## config.mk

```make
export PLATFORM = sky130hd
export DESIGN_NAME = iep_top
export DESIGN_NICKNAME = d
export VERILOG_FILES = /design/src/logic/iep_placeholder_unused.sv /design/src/logic/iep_pkg.sv /design/src/logic/iep_src_slot.sv /design/src/logic/iep_prio_pick.sv /design/src/logic/iep_top.sv
export SDC_FILE = /design/constraint.sdc
export NUM_CORES = 1
export LEC_CHECK = 0
export BUFFER_PORTS_ARGS = -buffer_cell sky130_fd_sc_hd__buf_2
export CAP_MARGIN = 20
export CORE_MARGIN = 4
export CORE_UTILIZATION = 45
export CTS_BUF_LIST = sky130_fd_sc_hd__clkbuf_8
export DETAILED_ROUTE_END_ITERATION = 6
export PLACE_DENSITY = 0.79
export SLEW_MARGIN = 20
export SYNTH_ARGS = -nofsm -noshare
export SYNTH_HDL_FRONTEND = slang
export SYNTH_SLANG_ARGS = --single-unit
```

## constraint.sdc

```tcl
create_clock -name clk_sys -period 5.5 [get_ports clk_sys]
set_clock_uncertainty 0.1 [all_clocks]
set_input_delay 0.275 -clock clk_sys [delete_from_list [all_inputs] [get_ports clk_sys]]
set_output_delay 0.275 -clock clk_sys [all_outputs]
set_load 0.005 [all_outputs]
```

## src/logic/iep_placeholder_unused.sv

```systemverilog
// intentionally empty compilation unit
`timescale 1ns/1ns
`default_nettype none
`default_nettype wire

```

## src/logic/iep_pkg.sv

```systemverilog
// constants and carrier types of the interrupt enable and priority block
package iep_pkg;
  // ----------------------------------------------------------------
  // widths
  // ----------------------------------------------------------------
  localparam int DATA_W = 16;
  localparam int ADDR_W = 4;
  localparam int PRIO_W = 3;
  localparam int NUM_GRP = 3;
  localparam int NUM_SRC = NUM_GRP * DATA_W;
  localparam int SRC_IDX_W = 6;

  // ----------------------------------------------------------------
  // register offsets
  // ----------------------------------------------------------------
  localparam logic [ADDR_W-1:0] OFS_EN0 = 4'h0;
  localparam logic [ADDR_W-1:0] OFS_EN1 = 4'h1;
  localparam logic [ADDR_W-1:0] OFS_EN4 = 4'h2;
  localparam logic [ADDR_W-1:0] OFS_IRQ_PRIORITY_CTRL_0 = 4'h3;
  localparam logic [ADDR_W-1:0] OFS_FLAG0 = 4'h4;
  localparam logic [ADDR_W-1:0] OFS_FLAG1 = 4'h5;
  localparam logic [ADDR_W-1:0] OFS_FLAG4 = 4'h6;
  localparam logic [ADDR_W-1:0] OFS_EVT_STS = 4'h7;
  localparam logic [ADDR_W-1:0] OFS_EVT_EN = 4'h8;
  localparam logic [ADDR_W-1:0] OFS_EVT_CLR = 4'h9;

  // ----------------------------------------------------------------
  // enable bit positions
  // ----------------------------------------------------------------
  localparam int FLASH_OP_IRQ_EN = 15;
  localparam int CONV_DONE_IRQ_EN = 13;
  localparam int SERIAL_TX_IRQ_EN = 12;
  localparam int SERIAL_RX_IRQ_EN = 11;
  localparam int SPI_XFER_IRQ_EN = 10;
  localparam int SPI_FAULT_IRQ_EN = 9;
  localparam int TIMER_THREE_IRQ_EN = 8;
  localparam int TIMER_TWO_IRQ_EN = 7;
  localparam int TIMER_ONE_IRQ_EN = 3;
  localparam int OUT_COMPARE_IRQ_EN = 2;
  localparam int IN_CAPTURE_IRQ_EN = 1;
  localparam int EXT_IRQ_ZERO_EN = 0;
  localparam int EXT_IRQ_TWO_EN = 13;
  localparam int EXT_IRQ_ONE_EN = 4;
  localparam int PIN_CHANGE_IRQ_EN = 3;
  localparam int COMPARATOR_IRQ_EN = 2;
  localparam int I2C_MASTER_IRQ_EN = 1;
  localparam int I2C_SLAVE_IRQ_EN = 0;
  localparam int CHARGE_TIME_IRQ_EN = 13;
  localparam int VOLTAGE_DETECT_IRQ_EN = 8;
  localparam int SERIAL_ERROR_IRQ_EN = 1;

  localparam logic [DATA_W-1:0] EN0_MASK = 16'(
    (1 << FLASH_OP_IRQ_EN) | (1 << CONV_DONE_IRQ_EN) | (1 << SERIAL_TX_IRQ_EN) |
    (1 << SERIAL_RX_IRQ_EN) | (1 << SPI_XFER_IRQ_EN) | (1 << SPI_FAULT_IRQ_EN) |
    (1 << TIMER_THREE_IRQ_EN) | (1 << TIMER_TWO_IRQ_EN) | (1 << TIMER_ONE_IRQ_EN) |
    (1 << OUT_COMPARE_IRQ_EN) | (1 << IN_CAPTURE_IRQ_EN) | (1 << EXT_IRQ_ZERO_EN));
  localparam logic [DATA_W-1:0] EN1_MASK = 16'(
    (1 << EXT_IRQ_TWO_EN) | (1 << EXT_IRQ_ONE_EN) | (1 << PIN_CHANGE_IRQ_EN) |
    (1 << COMPARATOR_IRQ_EN) | (1 << I2C_MASTER_IRQ_EN) | (1 << I2C_SLAVE_IRQ_EN));
  localparam logic [DATA_W-1:0] EN4_MASK = 16'(
    (1 << CHARGE_TIME_IRQ_EN) | (1 << VOLTAGE_DETECT_IRQ_EN) | (1 << SERIAL_ERROR_IRQ_EN));
  localparam logic [NUM_SRC-1:0] SRC_MASK = {EN4_MASK, EN1_MASK, EN0_MASK};

  // ----------------------------------------------------------------
  // priority fields
  // ----------------------------------------------------------------
  localparam int TIMER_ONE_PRIORITY_LSB = 12;
  localparam int OUT_COMPARE_PRIORITY_LSB = 8;
  localparam int IN_CAPTURE_PRIORITY_LSB = 4;
  localparam int EXT_IRQ_ZERO_PRIORITY_LSB = 0;
  localparam logic [DATA_W-1:0] IRQ_PRIORITY_CTRL_0_MASK = 16'h7777;
  localparam logic [PRIO_W-1:0] PRIO_OFF = 3'h0;
  localparam logic [PRIO_W-1:0] PRIO_RST = 3'h4;
  localparam logic [DATA_W-1:0] IRQ_PRIORITY_CTRL_0_RST = 16'h4444;

  // ----------------------------------------------------------------
  // reset values and event bits
  // ----------------------------------------------------------------
  localparam logic [DATA_W-1:0] EN_RST = 16'h0000;
  localparam logic [DATA_W-1:0] REG_ZERO = 16'h0000;
  localparam int EVT_REQ_RISE = 0;
  localparam int EVT_LEVEL_CHG = 1;
  localparam int EVT_BLOCKED = 2;
  localparam logic [DATA_W-1:0] EVT_MASK = 16'h0007;

  typedef struct packed {
    logic [ADDR_W-1:0] addr;
    logic [DATA_W-1:0] wdata;
    logic wr;
    logic rd;
  } iep_bus_req_t;

  typedef struct packed {
    logic valid;
    logic [PRIO_W-1:0] level;
    logic [SRC_IDX_W-1:0] src;
  } iep_core_req_t;
endpackage

```

## src/logic/iep_src_slot.sv

```systemverilog
// one interrupt source: hardware-set flag and its qualified request
`timescale 1ns/1ns
`default_nettype none
module iep_src_slot #(
  parameter int PW = 3
) (
  input wire logic clk_sys, // system clock
  input wire logic rst_n, // async reset, active low
  input wire logic hw_event, // source event pulse
  input wire logic sw_write, // software writes this flag
  input wire logic sw_value, // value written
  input wire logic enable, // enable bit
  input wire logic [PW-1:0] priority_lvl, // priority field
  output logic flag, // flag state
  output logic request // qualified request
);
  logic flag_reg;
  logic flag_next;

  always_comb begin
    flag_next = flag_reg;
    if (sw_write) begin
      flag_next = sw_value;
    end
    if (hw_event) begin
      flag_next = 1'b1;
    end
  end

  always_ff @(posedge clk_sys or negedge rst_n) begin
    if (!rst_n) begin
      flag_reg <= 1'b0;
    end else begin
      flag_reg <= flag_next;
    end
  end

  assign flag = flag_reg;
  assign request = flag_reg & enable & (|priority_lvl);
endmodule // iep_src_slot
`default_nettype wire

```

## src/logic/iep_prio_pick.sv

```systemverilog
// highest-level pick among qualified requests
`timescale 1ns/1ns
`default_nettype none
module iep_prio_pick #(
  parameter int N = 48,
  parameter int PW = 3,
  parameter int IW = 6
) (
  input wire logic [N-1:0] req, // qualified requests
  input wire logic [N*PW-1:0] levels, // level per source
  output logic any, // some request present
  output logic [PW-1:0] level, // winning level
  output logic [IW-1:0] index // winning source
);
  // highest level, lowest index on ties
  always_comb begin
    logic [PW-1:0] cur;
    cur = '0;
    any = 1'b0;
    level = '0;
    index = '0;
    for (int i = 0; i < N; i++) begin
      cur = levels[i*PW +: PW];
      if (req[i] && (!any || cur > level)) begin
        any = 1'b1;
        level = cur;
        index = IW'(i);
      end
    end
  end
endmodule // iep_prio_pick
`default_nettype wire

```

## src/logic/iep_top.sv

```systemverilog
// interrupt enable and priority registers with request qualification
//
// Implementation choices: the plain strobed port and the placing of the registers.
`timescale 1ns/1ns
`default_nettype none
// Notes on behaviour
// - An enable bit of one passes its source's request, zero blocks it, and all enables clear at reset.
// - Unimplemented bits of enable and priority registers read zero and ignore writes.
// - The first enable register holds flash, converter, serial tx/rx, spi, timer, capture/compare and external 0 enables.
// - The second enable register holds external 2 and 1, pin change, comparator and i2c enables.
// - A three-bit priority field gives level 1 to 7, with 7 the highest.
// - A priority of zero stops the source from reaching the core regardless of its enable.
// - Every priority field resets to level 4.
// - The first priority register holds timer 1, compare 1, capture 1 and external 0 levels.
// - Each source has a flag set by its event and readable and writable by software.
module iep_top (
  input wire logic clk_sys, // system clock, 125 MHz
  input wire logic rst_n, // async reset, active low
  input wire iep_pkg::iep_bus_req_t bus_req, // register port request
  output logic [iep_pkg::DATA_W-1:0] bus_rdata, // read data, one cycle after read
  input wire logic [iep_pkg::NUM_SRC-1:0] src_event, // event pulses from sources
  output iep_pkg::iep_core_req_t core_req, // request to the core
  output logic irq_out // block event interrupt
);
  // ----------------------------------------------------------------
  // state
  // ----------------------------------------------------------------
  logic [iep_pkg::DATA_W-1:0] en0_reg, en0_next;
  logic [iep_pkg::DATA_W-1:0] en1_reg, en1_next;
  logic [iep_pkg::DATA_W-1:0] en4_reg, en4_next;
  logic [iep_pkg::DATA_W-1:0] irq_priority_ctrl_0_reg, irq_priority_ctrl_0_next;
  logic [iep_pkg::DATA_W-1:0] evt_sts_reg, evt_sts_next;
  logic [iep_pkg::DATA_W-1:0] evt_en_reg, evt_en_next;
  logic [iep_pkg::DATA_W-1:0] rdata_reg, rdata_next;
  iep_pkg::iep_core_req_t core_reg, core_next;

  logic [iep_pkg::NUM_SRC-1:0] en_vec;
  logic [iep_pkg::NUM_SRC-1:0] flag_vec;
  logic [iep_pkg::NUM_SRC-1:0] req_vec;
  logic [iep_pkg::NUM_SRC-1:0] able_vec;
  logic [iep_pkg::NUM_SRC-1:0] flag_wr_vec;
  logic [iep_pkg::NUM_SRC*iep_pkg::PRIO_W-1:0] lvl_vec;
  logic pick_any;
  logic [iep_pkg::PRIO_W-1:0] pick_level;
  logic [iep_pkg::SRC_IDX_W-1:0] pick_index;
  logic [iep_pkg::DATA_W-1:0] evt_set;
  logic wr_en0, wr_en1, wr_en4, wr_irq_priority_ctrl_0;
  logic wr_flag0, wr_flag1, wr_flag4, wr_evt_en, wr_evt_clr;

  // ----------------------------------------------------------------
  // write decode
  // ----------------------------------------------------------------
  assign wr_en0 = bus_req.wr && (bus_req.addr == iep_pkg::OFS_EN0);
  assign wr_en1 = bus_req.wr && (bus_req.addr == iep_pkg::OFS_EN1);
  assign wr_en4 = bus_req.wr && (bus_req.addr == iep_pkg::OFS_EN4);
  assign wr_irq_priority_ctrl_0 = bus_req.wr && (bus_req.addr == iep_pkg::OFS_IRQ_PRIORITY_CTRL_0);
  assign wr_flag0 = bus_req.wr && (bus_req.addr == iep_pkg::OFS_FLAG0);
  assign wr_flag1 = bus_req.wr && (bus_req.addr == iep_pkg::OFS_FLAG1);
  assign wr_flag4 = bus_req.wr && (bus_req.addr == iep_pkg::OFS_FLAG4);
  assign wr_evt_en = bus_req.wr && (bus_req.addr == iep_pkg::OFS_EVT_EN);
  assign wr_evt_clr = bus_req.wr && (bus_req.addr == iep_pkg::OFS_EVT_CLR);
  assign flag_wr_vec = {{iep_pkg::DATA_W{wr_flag4}}, {iep_pkg::DATA_W{wr_flag1}}, {iep_pkg::DATA_W{wr_flag0}}};

  // ----------------------------------------------------------------
  // enable and priority registers
  // ----------------------------------------------------------------
  always_comb begin
    en0_next = en0_reg;
    en1_next = en1_reg;
    en4_next = en4_reg;
    irq_priority_ctrl_0_next = irq_priority_ctrl_0_reg;
    if (wr_en0) begin
      en0_next = bus_req.wdata & iep_pkg::EN0_MASK;
    end
    if (wr_en1) begin
      en1_next = bus_req.wdata & iep_pkg::EN1_MASK;
    end
    if (wr_en4) begin
      en4_next = bus_req.wdata & iep_pkg::EN4_MASK;
    end
    if (wr_irq_priority_ctrl_0) begin
      irq_priority_ctrl_0_next = bus_req.wdata & iep_pkg::IRQ_PRIORITY_CTRL_0_MASK;
    end
  end

  always_ff @(posedge clk_sys or negedge rst_n) begin
    if (!rst_n) begin
      en0_reg <= iep_pkg::EN_RST;
      en1_reg <= iep_pkg::EN_RST;
      en4_reg <= iep_pkg::EN_RST;
      irq_priority_ctrl_0_reg <= iep_pkg::IRQ_PRIORITY_CTRL_0_RST;
    end else begin
      en0_reg <= en0_next;
      en1_reg <= en1_next;
      en4_reg <= en4_next;
      irq_priority_ctrl_0_reg <= irq_priority_ctrl_0_next;
    end
  end

  assign en_vec = {en4_reg, en1_reg, en0_reg};

  // ----------------------------------------------------------------
  // per-source slots
  // ----------------------------------------------------------------
  // sources whose priority field lives outside this block run at the reset level
  genvar gi;
  generate
    for (gi = 0; gi < iep_pkg::NUM_SRC; gi++) begin : g_src
      // field placement in the first priority register
      if (gi == iep_pkg::TIMER_ONE_IRQ_EN) begin : g_t1
        assign lvl_vec[gi*iep_pkg::PRIO_W +: iep_pkg::PRIO_W] =
          irq_priority_ctrl_0_reg[iep_pkg::TIMER_ONE_PRIORITY_LSB +: iep_pkg::PRIO_W];
      end else if (gi == iep_pkg::OUT_COMPARE_IRQ_EN) begin : g_oc
        assign lvl_vec[gi*iep_pkg::PRIO_W +: iep_pkg::PRIO_W] =
          irq_priority_ctrl_0_reg[iep_pkg::OUT_COMPARE_PRIORITY_LSB +: iep_pkg::PRIO_W];
      end else if (gi == iep_pkg::IN_CAPTURE_IRQ_EN) begin : g_ic
        assign lvl_vec[gi*iep_pkg::PRIO_W +: iep_pkg::PRIO_W] =
          irq_priority_ctrl_0_reg[iep_pkg::IN_CAPTURE_PRIORITY_LSB +: iep_pkg::PRIO_W];
      end else if (gi == iep_pkg::EXT_IRQ_ZERO_EN) begin : g_e0
        assign lvl_vec[gi*iep_pkg::PRIO_W +: iep_pkg::PRIO_W] =
          irq_priority_ctrl_0_reg[iep_pkg::EXT_IRQ_ZERO_PRIORITY_LSB +: iep_pkg::PRIO_W];
      end else begin : g_fix
        assign lvl_vec[gi*iep_pkg::PRIO_W +: iep_pkg::PRIO_W] = iep_pkg::PRIO_RST;
      end

      if (iep_pkg::SRC_MASK[gi]) begin : g_slot
        assign able_vec[gi] = en_vec[gi] && (lvl_vec[gi*iep_pkg::PRIO_W +: iep_pkg::PRIO_W] != iep_pkg::PRIO_OFF);
        iep_src_slot #(
          .PW(iep_pkg::PRIO_W)
        ) u_slot (
          .clk_sys(clk_sys),
          .rst_n(rst_n),
          .hw_event(src_event[gi]),
          .sw_write(flag_wr_vec[gi]),
          .sw_value(bus_req.wdata[gi % iep_pkg::DATA_W]),
          .enable(en_vec[gi]),
          .priority_lvl(lvl_vec[gi*iep_pkg::PRIO_W +: iep_pkg::PRIO_W]),
          .flag(flag_vec[gi]),
          .request(req_vec[gi])
        );
      end else begin : g_none
        assign able_vec[gi] = 1'b0;
        assign flag_vec[gi] = 1'b0;
        assign req_vec[gi] = 1'b0;
      end
    end
  endgenerate

  iep_prio_pick #(
    .N(iep_pkg::NUM_SRC),
    .PW(iep_pkg::PRIO_W),
    .IW(iep_pkg::SRC_IDX_W)
  ) u_pick (
    .req(req_vec),
    .levels(lvl_vec),
    .any(pick_any),
    .level(pick_level),
    .index(pick_index)
  );

  // ----------------------------------------------------------------
  // core request and block events
  // ----------------------------------------------------------------
  always_comb begin
    core_next.valid = pick_any;
    core_next.level = pick_any ? pick_level : iep_pkg::PRIO_OFF;
    core_next.src = pick_any ? pick_index : '0;
    evt_set = iep_pkg::REG_ZERO;
    evt_set[iep_pkg::EVT_REQ_RISE] = pick_any && !core_reg.valid;
    evt_set[iep_pkg::EVT_LEVEL_CHG] = pick_any && core_reg.valid && (pick_level != core_reg.level);
    // an event that cannot reach the core is worth telling software about
    evt_set[iep_pkg::EVT_BLOCKED] = |(src_event & iep_pkg::SRC_MASK & ~able_vec);
    evt_en_next = wr_evt_en ? (bus_req.wdata & iep_pkg::EVT_MASK) : evt_en_reg;
    evt_sts_next = evt_sts_reg;
    if (wr_evt_clr) begin
      evt_sts_next = evt_sts_reg & ~bus_req.wdata;
    end
    // set wins over a clear in the same cycle
    evt_sts_next = evt_sts_next | evt_set;
  end

  always_ff @(posedge clk_sys or negedge rst_n) begin
    if (!rst_n) begin
      core_reg <= '0;
      evt_sts_reg <= iep_pkg::REG_ZERO;
      evt_en_reg <= iep_pkg::REG_ZERO;
    end else begin
      core_reg <= core_next;
      evt_sts_reg <= evt_sts_next;
      evt_en_reg <= evt_en_next;
    end
  end

  assign core_req = core_reg;
  assign irq_out = |(evt_sts_reg & evt_en_reg);

  // ----------------------------------------------------------------
  // read path
  // ----------------------------------------------------------------
  always_comb begin
    rdata_next = iep_pkg::REG_ZERO;
    if (bus_req.rd) begin
      case (bus_req.addr)
        iep_pkg::OFS_EN0: rdata_next = en0_reg;
        iep_pkg::OFS_EN1: rdata_next = en1_reg;
        iep_pkg::OFS_EN4: rdata_next = en4_reg;
        iep_pkg::OFS_IRQ_PRIORITY_CTRL_0: rdata_next = irq_priority_ctrl_0_reg;
        iep_pkg::OFS_FLAG0: rdata_next = flag_vec[0 +: iep_pkg::DATA_W];
        iep_pkg::OFS_FLAG1: rdata_next = flag_vec[iep_pkg::DATA_W +: iep_pkg::DATA_W];
        iep_pkg::OFS_FLAG4: rdata_next = flag_vec[2*iep_pkg::DATA_W +: iep_pkg::DATA_W];
        iep_pkg::OFS_EVT_STS: rdata_next = evt_sts_reg;
        iep_pkg::OFS_EVT_EN: rdata_next = evt_en_reg;
        default: rdata_next = iep_pkg::REG_ZERO;
      endcase
    end
  end

  always_ff @(posedge clk_sys or negedge rst_n) begin
    if (!rst_n) begin
      rdata_reg <= iep_pkg::REG_ZERO;
    end else begin
      rdata_reg <= rdata_next;
    end
  end

  assign bus_rdata = rdata_reg;
endmodule // iep_top
`default_nettype wire

```

==> summary.md, run 1 <==
| Metric | Value |
|---|---|
| Slew @ Worst Pin | 0.972 ns |
| Max reg flops | 21 |
| Count of maximum capacitance violations | 0 |
| PnR worst setup slack | 0.249 ns |
| Part of the power in registers | 44.9% |
| Final number of setup-violating endpoints | 0 |
| Initial Util | 46.7% |
| Internal | 1330 uW |
| Syn Nets | just under 600 |
| Comb pwr share | between 30 and 40% |
| Reg clk slew, reported paths | about 0.090 ns |
| Post-synth top flop | dfrtp_1 |
| Nets@finish | roughly 680 |
| Total negative slack | 0 ns |
| Clock latency at the later pin of the worst-skew pair | 0.38 ns |
| Worst slack at placement | about 0.26 ns |
| Crit path time final | ~5.3 ns |
| Synthesized area | between 5000 and 6000 sq um |
| TritonCTS clock tree | done |
| Hpwl dp | 11100 um |
| First-pass GRT wire length | 25100 um |
| Postcts setup bufs | 0 |
| DIE WIDTH | about 110 um |
| FMAX | around 190 MHz |
| Vias in the first global route | about 4700 |
| Total Power | between 2000 and 2500 uW |
| Detailed-route DRC error count | 0 |
| Gate Count Post-Synth | 506 |
| CP Max Fanout | 6 |
| Io pins | between 90 and 100 |
| Inst Count DP | about 700 |
| Clk sink count | 99 |
| Final Core Density | 55.4% |
| Register bit total from synthesis | a little under 100 |
| GP Congestion | roughly 0.96 |
| Unique masters post-synth | 63 |
| Die area | ~13000 sq um |
| First-pass DRT Iterations | 6 |
| Commonest non-fill, non-tap cell in the layout | dfrtp_1 |
| Die height | 115 um |
| Number of synthesized flops with an enable pin | 0 |
| Post-synthesis sequential area ratio | between 40 and 50% |
| Average size of a mapped cell | just over 10 sq um |
| NetSw | around 770 uW |
| Routed Antenna Nets | 0 |
| Drt via density | 6.26 |
| Initial antenna violation count | 0 |
| WL per Instance | a little over 20 um |
| H-tree depth | 3 |
| Port Buffer Count | 71 |
| Ant. Diodes | 0 |
| Clock buffer depth | 2 |
| TritonCTS buffer count | 9 |
| Core area | ~11000 sq um |
| Total GRT Usage | between 20% and 30% |
| Total congestion overflow | 0 |
| Share of cells above drive strength 1 | approximately a quarter |
| Commonest cells after routing, fill and taps aside | dfrtp_1, buf_2, nand2_1, mux2_2, nand3_1 |
| Net Sw Frac | roughly 37% |
| Status | finished clean |
| CP startpoint kind | register |
| Pwr per Cell Area | around 340 nW/um^2 |
| Arrival time at the worst endpoint | around 5.4 ns |
| WP data required | around 5.7 ns |
| Initial DRC count | about 430 |
| Tcrit/Tclk final | a little over nine tenths |
| HP Class | in2reg |
| Largest net degree at the start of global routing | 51 |
| Routed via count | around 4700 |
| Maximum vdd drop | between 0.00015 and 0.0002 V |
| Fin. max-slew vios | 0 |
| Final std cells w/o fill | about 740 |
| Core Rows | 38 |
| Clk pwr share | 21.6% |
| Slew HR | a little over a third |
| Synth Warn # | 0 |
| FFs w/ async S/R, synth | between 90% and 100% |
| Synthesis-to-finish area growth | 18.8% |
| Crit path kind | reg2reg |
| Crit end category | register |
| Leakage | roughly 0.0028 uW |
| Root buf cell | clkbuf_8 |
| DRT Wirelength | between 15000 and 20000 um |
| Final hold vios | 0 |
==> metrics by stage <==
stage	hold WS [ns]	cell area [sq um]
after floorplan	-0.121	5150
after global placement	0.217	5650
after detailed placement	0.237	5660
after CTS	0.00128	6080
after global routing	0.0168	6110
final	0.00601	6110
==> worst max-delay path, cell delays in order (launching register included) <==
cell      delay [ns]
dfstp_2         0.59
and3_2          0.24
inv_1           0.06
ha_1            0.28
nand3_1         0.08
o21ai_0         0.11
or3b_4          0.42
a32o_1          0.26
inv_1           0.07
ha_1            0.25
a211oi_2        0.26
o22ai_1         0.15
and2b_2         0.27
a22o_1          0.25
ha_1            0.27
nand3_1         0.07
o21ai_0         0.09
o32ai_1         0.16
and2_1          0.24
buf_4           0.18
a221oi_1        0.08
a21o_1          0.22
a221oi_2        0.30
a41oi_2         0.13
==> routing by layer <==
layer  up-vias  part of all wire (%)  GRT usage (%)
li1       2058                     -              -
met1      2299                    42           33.5
met2       258                    47           39.5
met3        37                   8.5           4.89
met4         0                   2.2           7.90
met5         -                     0              0
==> logic make-up after synthesis <==
| group | after synthesis | synth area share, % |
|---|---|---|
| buffers and inverters | 53 | 3.94 |
| flip-flops | 99 | 48.2 |
| AND/OR/NAND/NOR | 167 | 16.2 |
| adder cells (fa/ha/maj) | 9 | 2.19 |
| multiplexers | 46 | 9.92 |
| AO/OA/AOI/OAI | 132 | 19.6 |
==> worst paths after layout <==
| path | endpoint | slack, ns | cells past startpoint | startpoint |
|---|---|---|---|---|
| max in group asynchronous | evt_sts_reg[3] | 3.88 | 3 | rst_n |
| max | evt_sts_reg[1] | 0.25 | 23 | irq_priority_ctrl_0_reg[2] |
| min reg2reg | g_src[2].g_slot.u_slot.flag | 0.43 | 1 | g_src[2].g_slot.u_slot.flag |
| max reg2reg | evt_sts_reg[1] | 0.25 | 23 | irq_priority_ctrl_0_reg[2] |
| min | g_src[16].g_slot.u_slot.flag | 0.006 | 3 | src_event[16] |
| min in group asynchronous | bus_rdata[14] | 0.35 | 2 | rst_n |
==> cells in the mapped netlist (11+ instances only) <==
cell type | count | area (sq um)
a21boi_0 | 14 | 105
a21oi_1 | 16 | 80.1
a22oi_1 | 21 | 158
and3_1 | 12 | 75.1
clkbuf_1 | 18 | 67.6
dfrtp_1 | 95 | 2380
inv_1 | 32 | 120
mux2_2 | 36 | 405
nand2_1 | 63 | 236
nand3_1 | 33 | 165
nor2_1 | 21 | 78.8
o21ai_0 | 11 | 55.1
o22ai_1 | 11 | 68.8
==> layout make-up <==
cell class / instances / area [sq um]
Clock buffer: 11 / 151
Clock inverter: 5 / 37.5
Fill cell: 986 / 4920
Inverter: 32 / 120
Multi-Input combinational cell: 354 / 2500
Sequential cell: 99 / 2480
Tap cell: 140 / 175
Timing Repair Buffer: 102 / 648
==> what timing repair did <==
action,CTS,global route
resized for setup,0,8
hold buffers,23,0
endpoints found under the hold margin,68,0
endpoints found under the setup margin,0,2
==> power by group through the flow <==
stage                     combinational [uW]  sequential (uW)  clock [uW]
final                                    703              944         454
after CTS                                674              940         462
after detailed placement                 659              955           0
after floorplan                          465              914           0
after global routing                     781              959         492
after global placement                   642              946           0
Power figures use the tool's default switching activity.
==> run 2: changes to the inputs <==
- CORE_MARGIN: 4 -> 1.5
- PLACE_DENSITY: 0.79 -> 0.71
==> run 2 against run 1 <==
Compared with the run above:
- sequential power barely moved
- first-iteration DRC count down 7.5%
- maximum frequency down 0.82%
- design area is 0.23% lower
- clock power shrank 4.4%
- worst hold slack improved by 0.016 ns
- die area down 8.5%
- register-to-register slack worse by 0.04 ns
- core utilization increased by 0.11 points
- largest power group unchanged
==> summary.md, run 2 (synthesized netlist as in run 1, its figures left out) <==
| Metric | Value |
|---|---|
| Clock latency at the later pin of the worst-skew pair | 0.39 ns |
| First-pass GRT wire length | around 24000 um |
| Worst Hold Slack | about 0.022 ns |
| Crit end category | register |
| Worst slack at placement | ~0.22 ns |
| Leakage | about 0.0028 uW |
| PnR worst setup slack | 0.206 ns |
| Synthesis-to-finish area growth | 18.5% |
| Count of maximum capacitance violations | 0 |
| Nets@finish | 680 |
| CP startpoint kind | register |
| Drt via density | slightly above 6 |
| Crit path kind | reg2reg |
| H-tree depth | 3 |
| Port Buffer Count | just over 70 |
| Core Rows | 38 |
| Largest net degree at the start of global routing | 51 |
| Slew @ Worst Pin | around 0.93 ns |
| CP Max Fanout | 8 |
| WP data required | approximately 5.7 ns |
| TritonCTS clock tree | done |
| Reg clk slew, reported paths | roughly 0.10 ns |
| Clock buffer depth | 2 |
| Multi-input logic area | approximately 2500 sq um |
| DIE WIDTH | between 100 and 150 um |
| Die height | 110 um |
| GP Congestion | ~0.96 |
| Commonest cells after routing, fill and taps aside | dfrtp_1, buf_2, nand2_1, mux2_2, nand3_1 |
| Arrival time at the worst endpoint | 5.45 ns |
| Hpwl dp | around 11000 um |
| Root buf cell | clkbuf_8 |
| Final number of setup-violating endpoints | 0 |
| Slew HR | 37.8% |
| DRT Wirelength | 15400 um |
| Total negative slack | 0 ns |
| First-pass DRT Iterations | 5 |
| Routed Antenna Nets | 0 |
| Initial Util | 46.9% |
| FF/Latch Area | 2480 sq um |
| Inst Count DP | between 700 and 800 |
| Share of cells above drive strength 1 | 25.5% |
| Detailed-route DRC error count | 0 |
| Commonest non-fill, non-tap cell in the layout | dfrtp_1 |
| Initial DRC count | around 390 |
| Final hold vios | 0 |
| Tcrit/Tclk final | slightly below 100% |
| Max reg flops | 21 |
| FMAX | between 150 and 200 MHz |
| Core area | ~11000 sq um |
| Initial antenna violation count | 0 |
| Crit path time final | roughly 5.3 ns |
| Routed via count | between 4000 and 5000 |
| TritonCTS buffer count | 9 |
| Final std cells w/o fill | approximately 740 |
| Die area | 12100 sq um |
| WL per Instance | a little over 20 um |
| Worst R2R Setup Slack | 0.21 ns |
| Maximum vdd drop | ~0.00022 V |
| Total GRT Usage | 27.5% |
| Status | finished clean |
| Ant. Diodes | 0 |
| Io pins | about 100 |
| Vias in the first global route | 4565 |
| Clk sink count | 99 |
| Filler instances | roughly 1000 |
| Total congestion overflow | 0 |
| Pwr per Cell Area | 342 nW/um^2 |
| HP Class | in2reg |
| Fin. max-slew vios | 0 |
run 2: cell count changes in the layout (fill, tap and decap cells not counted), sizes merged:
cell / before / now
dlygate4sd3: 23 / 24
clkbuf: 11 / 10
clkinv: 3 / 6
clkinvlp: 2 / 0
run 2: worst max-delay path, cell delays in order (launching register included):
cell and delay [ns]:
dfstp_2 0.60, and3_2 0.23, inv_1 0.05, ha_1 0.28
nand3_1 0.08, o21ai_0 0.11, or3b_4 0.42, a32o_1 0.27
inv_1 0.07, ha_1 0.23, a211oi_1 0.25, o22ai_1 0.13
and2b_1 0.25, a22o_1 0.23, ha_1 0.29, o21ai_0 0.22
o32ai_1 0.13, and2_2 0.27, nand2_1 0.23, nand3_2 0.15
nor4b_1 0.49, a211oi_2 0.09
run 2: stage by stage:
step / utilization, % / instance area, sq um / power [uW]
after CTS: 55.3 / 6080 / 2060
final: 55.5 / 6100 / 2090
after floorplan: - / 5150 / 1380
after global routing: 55.5 / 6100 / 2210
after global placement: 51.5 / 5660 / 1590
after detailed placement: 51.5 / 5660 / 1620
run 2: path summary, 6_finish.rpt:
kind | cells after the start | to | from
max reg2reg | 21 | core_req[0] | irq_priority_ctrl_0_reg[2]
min | 3 | g_src[18].g_slot.u_slot.flag | src_event[18]
max in group asynchronous | 3 | en0_reg[1] | rst_n
min in group asynchronous | 2 | evt_sts_reg[15] | rst_n
min reg2reg | 1 | g_src[3].g_slot.u_slot.flag | g_src[3].g_slot.u_slot.flag
max | 21 | core_req[0] | irq_priority_ctrl_0_reg[2]
run 2: what timing repair did:
item	4_1_cts	5_1_grt
gates resized for setup	0	5
buffers inserted	0	0
hold buffers	24	0
hold endpoints to repair	70	0
setup endpoints to repair	0	2
run 2: layer usage:
| metal | global-route usage, % | routed length, um | up-vias |
|---|---|---|---|
| li1 | - | - | 2055 |
| met1 | 35.7 | 6480 | 2312 |
| met2 | 44.4 | 7420 | 225 |
| met3 | 6.40 | 1060 | 35 |
| met4 | 10.6 | 431 | 0 |
| met5 | 0 | 0 | - |
run 2: where the power goes:
part           internal, uW  switching, uW  total (uW)
combinational           314            393         707
clock                   177            257         434
sequential              826            119         945
run 2: layout make-up:
cell class                      instances  area share [%]
Clock buffer                           10            2.26
Clock inverter                          6           0.677
Inverter                               32            1.97
Multi-Input combinational cell        354            40.8
Sequential cell                        99            40.7
Tap cell                              140            2.87
Timing Repair Buffer                  103            10.8
